`src/hdl/tpg_defines.vh`:
```
// constants for the three-phase gate enable logic
`ifndef TPG_DEFINES_VH
`define TPG_DEFINES_VH

// clock period in ns
`define TPG_CLK_NS 40
// longest time from reset falling to logic reset, in ns
`define TPG_RST_MAX_NS 77
// longest time in cycles, rounded down, never below one
`define TPG_RST_MAX_CYC (((`TPG_RST_MAX_NS / `TPG_CLK_NS) < 1) ? 1 : \
    (`TPG_RST_MAX_NS / `TPG_CLK_NS))
// width of the dead-time count
`define TPG_DT_W 8
// number of half-bridge legs
`define TPG_LEGS 3
// number of pin inputs passed through the synchroniser
`define TPG_SYNC_W 12
// bit positions in the synchroniser vector
`define TPG_SB_HI 0
`define TPG_SB_LO 3
`define TPG_SB_MID 6
`define TPG_SB_OC 9
`define TPG_SB_EN 10
// reset value of the gate outputs
`define TPG_GATE_RST 1'b0
// reset value of the synchroniser: high-side commands idle (high)
`define TPG_SYNC_RST 12'h007

`endif

```
`src/hdl/tpg_leg.v`:
```
// one half-bridge leg: interlock, dead-time blanking and gate flops
`timescale 1ns/1ps
`include "tpg_defines.vh"

module tpg_leg (
    input wire i_clk,
    input wire i_rst_n,
    input wire i_en_ok,
    input wire i_hi_req,
    input wire i_lo_req,
    input wire [`TPG_DT_W-1:0] i_dead_cycles,
    input wire i_dt_bypass,
    input wire i_il_bypass,
    output reg o_hi_gate,
    output reg o_lo_gate
);

    reg [`TPG_DT_W-1:0] dt_cnt_r;
    reg [`TPG_DT_W-1:0] dt_cnt_nxt;
    reg hi_nxt;
    reg lo_nxt;
    wire hi_ok;
    wire lo_ok;
    wire dt_clear;

    // ------------------------------------------------------------
    // interlock and blanking
    // ------------------------------------------------------------
    // both sides requested together cancel each other unless i_il_bypass is set
    assign hi_ok = i_hi_req & (~i_lo_req | i_il_bypass);
    assign lo_ok = i_lo_req & (~i_hi_req | i_il_bypass);
    assign dt_clear = i_dt_bypass | (dt_cnt_r == {`TPG_DT_W{1'b0}});

    always @* begin
        hi_nxt = hi_ok & dt_clear & (~o_lo_gate | i_il_bypass);
        lo_nxt = lo_ok & dt_clear & (~o_hi_gate | i_il_bypass);
        // keep a gate that is already on while it is still wanted
        if (o_hi_gate && hi_ok) begin
            hi_nxt = 1'b1;
        end
        if (o_lo_gate && lo_ok) begin
            lo_nxt = 1'b1;
        end
        dt_cnt_nxt = dt_cnt_r;
        if ((o_hi_gate && !hi_nxt) || (o_lo_gate && !lo_nxt)) begin
            dt_cnt_nxt = i_dead_cycles;
        end else if (!dt_clear) begin
            dt_cnt_nxt = dt_cnt_r - {{(`TPG_DT_W-1){1'b0}}, 1'b1};
        end
    end

    // ------------------------------------------------------------
    // gate flops
    // ------------------------------------------------------------
    // the enable clears these without waiting for a clock edge
    always @(posedge i_clk or negedge i_en_ok) begin
        if (!i_en_ok) begin
            o_hi_gate <= `TPG_GATE_RST;
            o_lo_gate <= `TPG_GATE_RST;
            dt_cnt_r <= {`TPG_DT_W{1'b0}};
        end else if (!i_rst_n) begin
            o_hi_gate <= `TPG_GATE_RST;
            o_lo_gate <= `TPG_GATE_RST;
            dt_cnt_r <= {`TPG_DT_W{1'b0}};
        end else begin
            o_hi_gate <= hi_nxt;
            o_lo_gate <= lo_nxt;
            dt_cnt_r <= dt_cnt_nxt;
        end
    end

endmodule // tpg_leg

```
`src/hdl/tpg_top.v`:
```
// top of the three-phase gate enable logic
`timescale 1ns/1ps
`include "tpg_defines.vh"

module tpg_top (
    input wire i_clk,
    input wire i_rst_n,
    input wire i_enable_in_a,
    input wire i_enable_in_b,
    input wire i_leg_a_high_cmd_n,
    input wire i_leg_a_low_cmd,
    input wire i_leg_b_high_cmd_n,
    input wire i_leg_b_low_cmd,
    input wire i_leg_c_high_cmd_n,
    input wire i_leg_c_low_cmd,
    input wire i_leg_a_above_half,
    input wire i_leg_b_above_half,
    input wire i_leg_c_above_half,
    input wire i_overcurrent_cmp,
    input wire [`TPG_DT_W-1:0] i_cfg_dead_cycles,
    input wire i_cfg_dt_bypass,
    input wire i_cfg_il_bypass,
    output wire o_leg_a_high_gate,
    output wire o_leg_a_low_gate,
    output wire o_leg_b_high_gate,
    output wire o_leg_b_low_gate,
    output wire o_leg_c_high_gate,
    output wire o_leg_c_low_gate,
    output reg o_gate_pulldown,
    output reg o_leg_a_midpoint_flag,
    output reg o_leg_b_midpoint_flag,
    output reg o_leg_c_midpoint_flag,
    output reg o_overcurrent_flag,
    output reg [`TPG_LEGS-1:0] o_boot_ready
);

    // ------------------------------------------------------------
    // signals
    // ------------------------------------------------------------
    wire [`TPG_SYNC_W-1:0] pin_raw;
    reg [`TPG_SYNC_W-1:0] sync1_r;
    reg [`TPG_SYNC_W-1:0] sync2_r;
    wire en_ok;
    wire en_sync;
    wire [`TPG_LEGS-1:0] hi_req;
    wire [`TPG_LEGS-1:0] lo_req;
    wire [`TPG_LEGS-1:0] hi_gate;
    wire [`TPG_LEGS-1:0] lo_gate;
    reg [`TPG_LEGS-1:0] boot_ready_nxt;
    reg [`TPG_DT_W-1:0] dead_cycles_r;
    reg dt_bypass_r;
    reg il_bypass_r;

    // ------------------------------------------------------------
    // enable gating
    // ------------------------------------------------------------
    // pure combinational and, feeds the gate clears directly
    assign en_ok = i_enable_in_a & i_enable_in_b;

    // ------------------------------------------------------------
    // pin synchronisers
    // ------------------------------------------------------------
    assign pin_raw = {i_enable_in_b, i_enable_in_a,
        i_overcurrent_cmp,
        i_leg_c_above_half, i_leg_b_above_half, i_leg_a_above_half,
        i_leg_c_low_cmd, i_leg_b_low_cmd, i_leg_a_low_cmd,
        i_leg_c_high_cmd_n, i_leg_b_high_cmd_n, i_leg_a_high_cmd_n};

    always @(posedge i_clk) begin
        if (!i_rst_n) begin
            // idle levels, so no high-side request appears after reset
            sync1_r <= `TPG_SYNC_RST;
            sync2_r <= `TPG_SYNC_RST;
        end else begin
            sync1_r <= pin_raw;
            sync2_r <= sync1_r;
        end
    end

    // high-side commands are active low, low-side active high
    assign hi_req = ~sync2_r[`TPG_SB_HI +: `TPG_LEGS];
    assign lo_req = sync2_r[`TPG_SB_LO +: `TPG_LEGS];
    assign en_sync = sync2_r[`TPG_SB_EN] & sync2_r[`TPG_SB_EN+1];

    // ------------------------------------------------------------
    // configuration capture
    // ------------------------------------------------------------
    // settings come from the serial configuration logic
    always @(posedge i_clk) begin
        if (!i_rst_n) begin
            dead_cycles_r <= {`TPG_DT_W{1'b0}};
            dt_bypass_r <= 1'b0;
            il_bypass_r <= 1'b0;
        end else begin
            dead_cycles_r <= i_cfg_dead_cycles;
            dt_bypass_r <= i_cfg_dt_bypass;
            il_bypass_r <= i_cfg_il_bypass;
        end
    end

    // ------------------------------------------------------------
    // legs
    // ------------------------------------------------------------
    genvar g;
    generate
        for (g = 0; g < `TPG_LEGS; g = g + 1) begin : g_leg
            tpg_leg u_leg (
                .i_clk(i_clk),
                .i_rst_n(i_rst_n),
                .i_en_ok(en_ok),
                .i_hi_req(hi_req[g]),
                .i_lo_req(lo_req[g]),
                .i_dead_cycles(dead_cycles_r),
                .i_dt_bypass(dt_bypass_r),
                .i_il_bypass(il_bypass_r),
                .o_hi_gate(hi_gate[g]),
                .o_lo_gate(lo_gate[g])
            );
        end
    endgenerate

    assign o_leg_a_high_gate = hi_gate[0];
    assign o_leg_a_low_gate = lo_gate[0];
    assign o_leg_b_high_gate = hi_gate[1];
    assign o_leg_b_low_gate = lo_gate[1];
    assign o_leg_c_high_gate = hi_gate[2];
    assign o_leg_c_low_gate = lo_gate[2];

    // ------------------------------------------------------------
    // bootstrap precharge tracking
    // ------------------------------------------------------------
    // a leg is ready once its low side has been on since enabling
    always @* begin
        boot_ready_nxt = o_boot_ready | lo_gate;
        if (!en_sync) begin
            boot_ready_nxt = {`TPG_LEGS{1'b0}};
        end
    end

    // ------------------------------------------------------------
    // status outputs and gate pull-down
    // ------------------------------------------------------------
    always @(posedge i_clk) begin
        if (!i_rst_n) begin
            o_gate_pulldown <= 1'b1;
            o_leg_a_midpoint_flag <= 1'b0;
            o_leg_b_midpoint_flag <= 1'b0;
            o_leg_c_midpoint_flag <= 1'b0;
            o_overcurrent_flag <= 1'b0;
            o_boot_ready <= {`TPG_LEGS{1'b0}};
        end else begin
            o_gate_pulldown <= 1'b0;
            o_leg_a_midpoint_flag <= sync2_r[`TPG_SB_MID];
            o_leg_b_midpoint_flag <= sync2_r[`TPG_SB_MID+1];
            o_leg_c_midpoint_flag <= sync2_r[`TPG_SB_MID+2];
            o_overcurrent_flag <= sync2_r[`TPG_SB_OC];
            o_boot_ready <= boot_ready_nxt;
        end
    end

endmodule // tpg_top

```
`config.mk`:
```
export PLATFORM = sky130hd
export DESIGN_NAME = tpg_top
export DESIGN_NICKNAME = d
export VERILOG_FILES = /design/src/hdl/tpg_leg.v /design/src/hdl/tpg_top.v
export VERILOG_INCLUDE_DIRS = /design/src /design/src/hdl
export SDC_FILE = /design/constraint.sdc
export NUM_CORES = 1
export LEC_CHECK = 0
export ABC_AREA = 1
export BUFFER_PORTS_ARGS = -buffer_cell sky130_fd_sc_hd__buf_2
export CELL_PAD_IN_SITES_DETAIL_PLACEMENT = 0
export CELL_PAD_IN_SITES_GLOBAL_PLACEMENT = 1
export CORE_ASPECT_RATIO = 0.75
export CORE_MARGIN = 5
export CORE_UTILIZATION = 43
export DETAILED_ROUTE_END_ITERATION = 6
export PLACE_DENSITY_LB_ADDON = 0.08
export SYNTH_ARGS = -nofsm -noshare
export SYNTH_HDL_FRONTEND = slang
export SYNTH_SLANG_ARGS = --single-unit
```
`constraint.sdc`:
```
create_clock -name i_clk -period 1.4 [get_ports i_clk]
set_input_delay 0.14 -clock i_clk [delete_from_list [all_inputs] [get_ports i_clk]]
set_output_delay 0.14 -clock i_clk [all_outputs]
set_load 0.02 [all_outputs]
```
### Yosys cells after proc, flatten, opt, wreduce, memory -nomap -nowiden

Index checks and enable logic that the tools add are counted.

| operators by class | value |
|---|---|
| add/subtract/negate cells | 3 |
| multipliers | 0 |
| div/mod/pow operators | 0 |
| order comparisons | 0 |
| equal/unequal tests | 3 |
| shift-type cells | 0 |
| mux-type cells | 22 |
| bitwise logic cells | 49 |
| reductions and logical operators | 25 |

Operators with widths:

| operator | number |
|---|---|
| $mux W8 | 9 |
| $logic_not A8 Y1 | 3 |
| $sub A8 B1 Y8 const B | 3 |
| $and A1 B1 Y1 | 20 |
| $or A1 B1 Y1 | 15 |
| $mux W1 | 13 |
| $logic_and A1 B1 Y1 | 12 |
| $not A1 Y1 | 12 |
| $ne A3 B3 Y1 const B | 3 |
| $logic_not A1 Y1 | 6 |
| $logic_or A1 B1 Y1 | 3 |
| $not A3 Y3 | 1 |
| $or A3 B3 Y3 | 1 |
| $reduce_and A2 Y1 | 1 |

| word-level totals | value |
|---|---|
| bits in registers | 72 |
| bits in latches | 0 |
| bits in writable memories | 0 |
| memory bits (read-only) | 0 |
| bits of input ports | 24 |
| output and inout bits | 14 |
| logic and storage cells | 122 |
| memories kept | 0 |

### Logic depth before layout (Yosys ltp)

| logic depth | value |
|---|---|
| depth after elaboration | 12 |
| gate-level depth with buffers | 10 |
| mapped depth without buffers | 10 |

### Cells and area by module

A second synthesis with hierarchy kept.

| second synthesis, totals | value |
|---|---|
| cells, all modules | 423 |
| area, all modules | 3415.8 um^2 |

Modules (own cells, without submodules):

| module | times used | cells an instance | area an instance (um^2) | sequential area each (um^2) |
|---|---|---|---|---|
| tpg_leg | 3 | 98 | 733.2 | 250.2 |
| tpg_top | 1 | 129 | 1216.2 | 840.8 |

### Least setup slack after synthesis

No wires, ideal clock.

| timing path | value |
|---|---|
| path type | reg2reg |
| start | register g_leg[1].u_leg.dt_cnt_r[0] |
| end | register g_leg[1].u_leg.dt_cnt_r[7] |
| setup time | 0.117 ns |
| data arrival time | 1.177 ns |
| required time | 1.283 ns |
| slack | 0.105 ns |
| cell stages (with the launch flop) | 8 |
| path buffers | 0 |
| clock period less this slack | 1.295 ns |
| cells stage by stage | dfrtp_1 inv_1 ha_1 nand2_1 o21ai_4 a21oi_4 nand3_1 nand2_1 |

| between the ends | value |
|---|---|
| word-level cells in the longest chain between the ends | 10 |
| elaborated cells on any way between the ends | 18 |
| those cells by class | add/sub (1); eq/ne (1); mux (5); bitwise (5); reduce/logical (6) |

RTL lines:

| item | RTL line | text |
|---|---|---|
| start, declared | tpg_leg.v:18 | `` reg [`TPG_DT_W-1:0] dt_cnt_r; `` |
| start signal, assigned | tpg_leg.v:60 | `` dt_cnt_r <= {`TPG_DT_W{1'b0}}; `` |
| start signal, assigned | tpg_leg.v:64 | `` dt_cnt_r <= {`TPG_DT_W{1'b0}}; `` |
| start signal, assigned | tpg_leg.v:68 | `dt_cnt_r <= dt_cnt_nxt;` |
| $logic_not A8 Y1 | tpg_leg.v:32 | `` assign dt_clear = i_dt_bypass \| (dt_cnt_r == {`TPG_DT_W{1'b0}}); `` |
| $or A1 B1 Y1 | tpg_leg.v:32 |  |
| $and A1 B1 Y1 (on tied branches) (2 in a row) | tpg_leg.v:35, tpg_leg.v:36 |  |
| $mux W1 (on tied branches) | tpg_leg.v:38, tpg_leg.v:41 |  |
| $logic_not A1 Y1 | tpg_leg.v:45 | `if ((o_hi_gate && !hi_nxt) \|\| (o_lo_gate && !lo_nxt)) begin` |
| $logic_and A1 B1 Y1 | tpg_leg.v:45 |  |
| $logic_or A1 B1 Y1 | tpg_leg.v:45 |  |
| $mux W8 | tpg_leg.v:45 |  |
| $mux W8 | tpg_leg.v:61 | `end else if (!i_rst_n) begin` |

Several ways; a longest one is shown, not always the timed one. The select of a mux whose other input is x is not followed.
A chain may end at the register's enable or synchronous reset.

### Worst setup path after layout

| timing path | value |
|---|---|
| start | register g_leg[2].u_leg.dt_cnt_r[0] |
| end | register g_leg[2].u_leg.o_lo_gate |

| between the ends | value |
|---|---|
| word-level cells in the longest chain between the ends | 6 |

RTL lines:

| item | RTL line | text |
|---|---|---|
| start, declared | tpg_leg.v:18 |  |
| start signal, assigned | tpg_leg.v:60 |  |
| start signal, assigned | tpg_leg.v:64 |  |
| start signal, assigned | tpg_leg.v:68 |  |
| $logic_not A8 Y1 | tpg_leg.v:32 |  |
| $or A1 B1 Y1 | tpg_leg.v:32 |  |
| $and A1 B1 Y1 (2 in a row) | tpg_leg.v:36 | `lo_nxt = lo_ok & dt_clear & (~o_hi_gate \| i_il_bypass);` |
| $mux W1 | tpg_leg.v:41 | `if (o_lo_gate && lo_ok) begin` |
| $mux W1 | tpg_leg.v:61 |  |
| end signal, assigned | tpg_leg.v:59 | `` o_lo_gate <= `TPG_GATE_RST; `` |
| end signal, assigned | tpg_leg.v:63 | `` o_lo_gate <= `TPG_GATE_RST; `` |
| end signal, assigned | tpg_leg.v:67 | `o_lo_gate <= lo_nxt;` |
| end, declared | tpg_leg.v:15 | `output reg o_lo_gate` |

Every way passes these cells.

==> results.sh <==
export IMPL_status="finished clean"
export IMPL_fin_nets=560
export IMPL_crit_path_cell_trace="inv_2 -> ha_4 -> nand2_2 -> o21ai_4 -> buf_4 -> a21oi_1 -> nor3_1"
export IMPL_htree_levels=3
export IMPL_grt_pass1_vias=2785
export IMPL_fp_row_count=27
export IMPL_synthFlopType="dfxtp_1"
export IMPL_die_width_um=112
export IMPL_port_buffers=37
export IMPL_setup_worst_path_start_class="flip-flop"
export IMPL_slew_viol_final=0
export IMPL_drive_gt1_share_pct=31.0
export IMPL_crit_fanout=5
export IMPL_period_needed_ps=1360
export IMPL_vias_per_cell=4.53
export IMPL_routedWlPerCell_um=12.2
export IMPL_synth_cell_type_count=29
export IMPL_tritoncts="built"
export IMPL_skew_ps=17.4
export IMPL_power_density_nw_per_um2=2040
export IMPL_stdcell_area_sq_um=4530
export IMPL_yosys_warnings=0
export IMPL_setup_viol=0
export IMPL_clk_latency_ps=360
export IMPL_hold_violations=0
export IMPL_crit_arrival_ps=1630
export IMPL_die_h_um=86.2
export IMPL_cpPeakStageDelay_ps=400
export IMPL_cts_sinks=72
export IMPL_seq_area_frac_synth_pct=47.8
export IMPL_numCtsBuffers=9
export IMPL_fin_util_pct=61.0
export IMPL_place_congestion=0.804
export IMPL_area_growth_pct=36.0
export IMPL_vias=2882
export IMPL_grt_overflow_total=0
export IMPL_synth_edf_count=0
export IMPL_cts_root_buf="clkbuf_8"
export IMPL_worst_pin_slew_ps=495
export IMPL_drv_cap=0
export IMPL_cellLeakagePower_nw=2.36
export IMPL_period_share_pct=97.0
export IMPL_worstHoldPathType="in -> reg"
export IMPL_routed_wl_um=7770
export IMPL_slowest_stage="dfrtp_1"
export IMPL_synth_fp_nets=456
export IMPL_mostFrequentLayoutCell="nand2_1"
export IMPL_place_hpwl_um=5380
export IMPL_pin_count=38
export IMPL_grtUsageTotal_pct=17.2
export IMPL_drtPass1Iterations=4
export IMPL_layout_common_cells="125 x nand2_1, 53 x inv_1, 41 x dfxtp_1"
export IMPL_clk_pin_slew_worst_paths_ps=90
export IMPL_ir_drop_mv=1.01
export IMPL_synthCells=426
export IMPL_grt_pass1_wl_um=13200
export IMPL_ys_ff_latch=72
export IMPL_cts_max_path_buffers=2
export IMPL_fmax_mhz=736
export IMPL_grt_max_degree=34
export IMPL_drcViolationCount=0
export IMPL_ant_nets=0
export IMPL_dieArea_sq_um=9630
export IMPL_crit_required_ps=1680
export IMPL_placed_area_sq_um=3820
export IMPL_timing_slew_headroom_pct=67.0
export IMPL_start_util_pct=44.8
export IMPL_drt_iter0_markers=178
export IMPL_grt_antenna_before_repair=0
export IMPL_insertedDiodeCount=0
export IMPL_grt_setup_unrepaired="true"
export IMPL_syn_area_sq_um=3330
export IMPL_cp_end_kind="flip-flop"
export IMPL_synth_async_sr_flop_share_pct=41.7
export IMPL_crit_type="reg -> reg"
export IMPL_core_area_sq_um=7430
export IMPL_synth_area_per_cell_sq_um=7.82
==> cell families (layout without fill, tap and decap cells) <==
kind of cell               after synthesis  count (layout)  share of synthesized area (%)
xor gates and xnor gates                 9               9                           2.37
adders and majority gates                6               6                           2.25
DFF                                     72              72                           47.8
and+or+nand+nor                        222             222                           29.4
AOI/OAI and AO/OA                       44              44                           9.05
buffers and inverters                   73             182                           9.12
==> where the power goes <==
part,switching (mW),internal (mW),total [mW]
clock network,0.891,0.900,1.79
logic,2.54,2.14,4.68
registers,0.311,2.45,2.76
total,3.74,5.49,9.23
==> synthesized netlist by cell type, types with 4 or more instances <==
cell type	instances	share of area, %
nor3_1	6	0.90
nand3_1	34	5.1
xor2_1	6	1.6
or2_2	6	1.1
nand2_2	9	1.7
nor2_1	24	2.7
dfrtp_1	30	23
a21oi_1	6	0.90
o21ai_1	24	3.6
dfxtp_1	42	25
nand2_1	133	15
inv_1	60	6.8
o21ai_0	4	0.60
ha_1	6	2.3
==> metal layers <==
layer  global-route usage (%)  vias to the layer above  wire, um
met5                        0                        -         0
met4                     4.09                        0        69
met3                     5.02                        8       351
met2                     26.1                       46      3380
met1                     24.5                     1301      3960
li1                         -                     1527         -
==> worst max-delay path: cells and delay by family (launching register included) <==
family | cells | cell delay [ps]
flops | 1 | 400
compound gates | 2 | 290
buf+inv | 2 | 270
simple gates | 2 | 190
fa+ha+maj | 1 | 140
==> what timing repair did <==
item	CTS	global route
setup buffers	5	9
resized for setup	5	46
setup endpoints to repair	21	57
hold endpoints to repair	51	0
pin swaps	7	21
hold buffers	22	0
==> sequential cells by signal, summed over array words and instances, names as in the netlist <==
register	flops
o_boot_ready	3
sync2_r	12
g_leg.u_leg.dt_cnt_r	24
o_overcurrent_flag	1
sync1_r	12
o_leg_b_midpoint_flag	1
o_leg_a_midpoint_flag	1
o_leg_c_midpoint_flag	1
o_gate_pulldown	1
il_bypass_r	1
g_leg.u_leg.o_hi_gate	3
dead_cycles_r	8
dt_bypass_r	1
g_leg.u_leg.o_lo_gate	3
==> stage by stage <==
stage	power (mW)	hold slack [ps]	std cells	TNS (ps)	setup WS [ps]
2_1_floorplan	5.54	238	426	0	105
3_3_place_gp	6.66	291	584	-247	-41.3
3_5_place_dp	6.70	291	584	-504	-84.3
4_1_cts	8.66	7.05	627	0	1.01
5_1_grt	10.1	32.0	636	-569	-58.5
6_report	9.23	20.7	636	0	41.4
==> layout make-up <==
type / count / area [sq um]
clock buffer: 11 / 174
clock inverter: 5 / 48.8
fill: 690 / 2900
inverter: 65 / 254
multi-input combinational: 281 / 1580
sequential: 72 / 1600
tap: 101 / 126
timing repair buffer: 101 / 753
==> path summary, 6_finish.rpt <==
check	to	depth (start not counted)	start	slack (ps)
max in group asynchronous	g_leg[2].u_leg.dt_cnt_r[6]	6	i_enable_in_a	180
min in group asynchronous	g_leg[1].u_leg.dt_cnt_r[7]	6	i_enable_in_b	940
max reg2reg	g_leg[2].u_leg.o_lo_gate	7	g_leg[2].u_leg.dt_cnt_r[0]	40
min reg2reg	o_leg_a_midpoint_flag	2	sync2_r[6]	410
min	dead_cycles_r[0]	3	i_cfg_dead_cycles[0]	20
max	g_leg[2].u_leg.o_lo_gate	7	g_leg[2].u_leg.dt_cnt_r[0]	40
No activity file was read; power rests on OpenSTA's default activity.
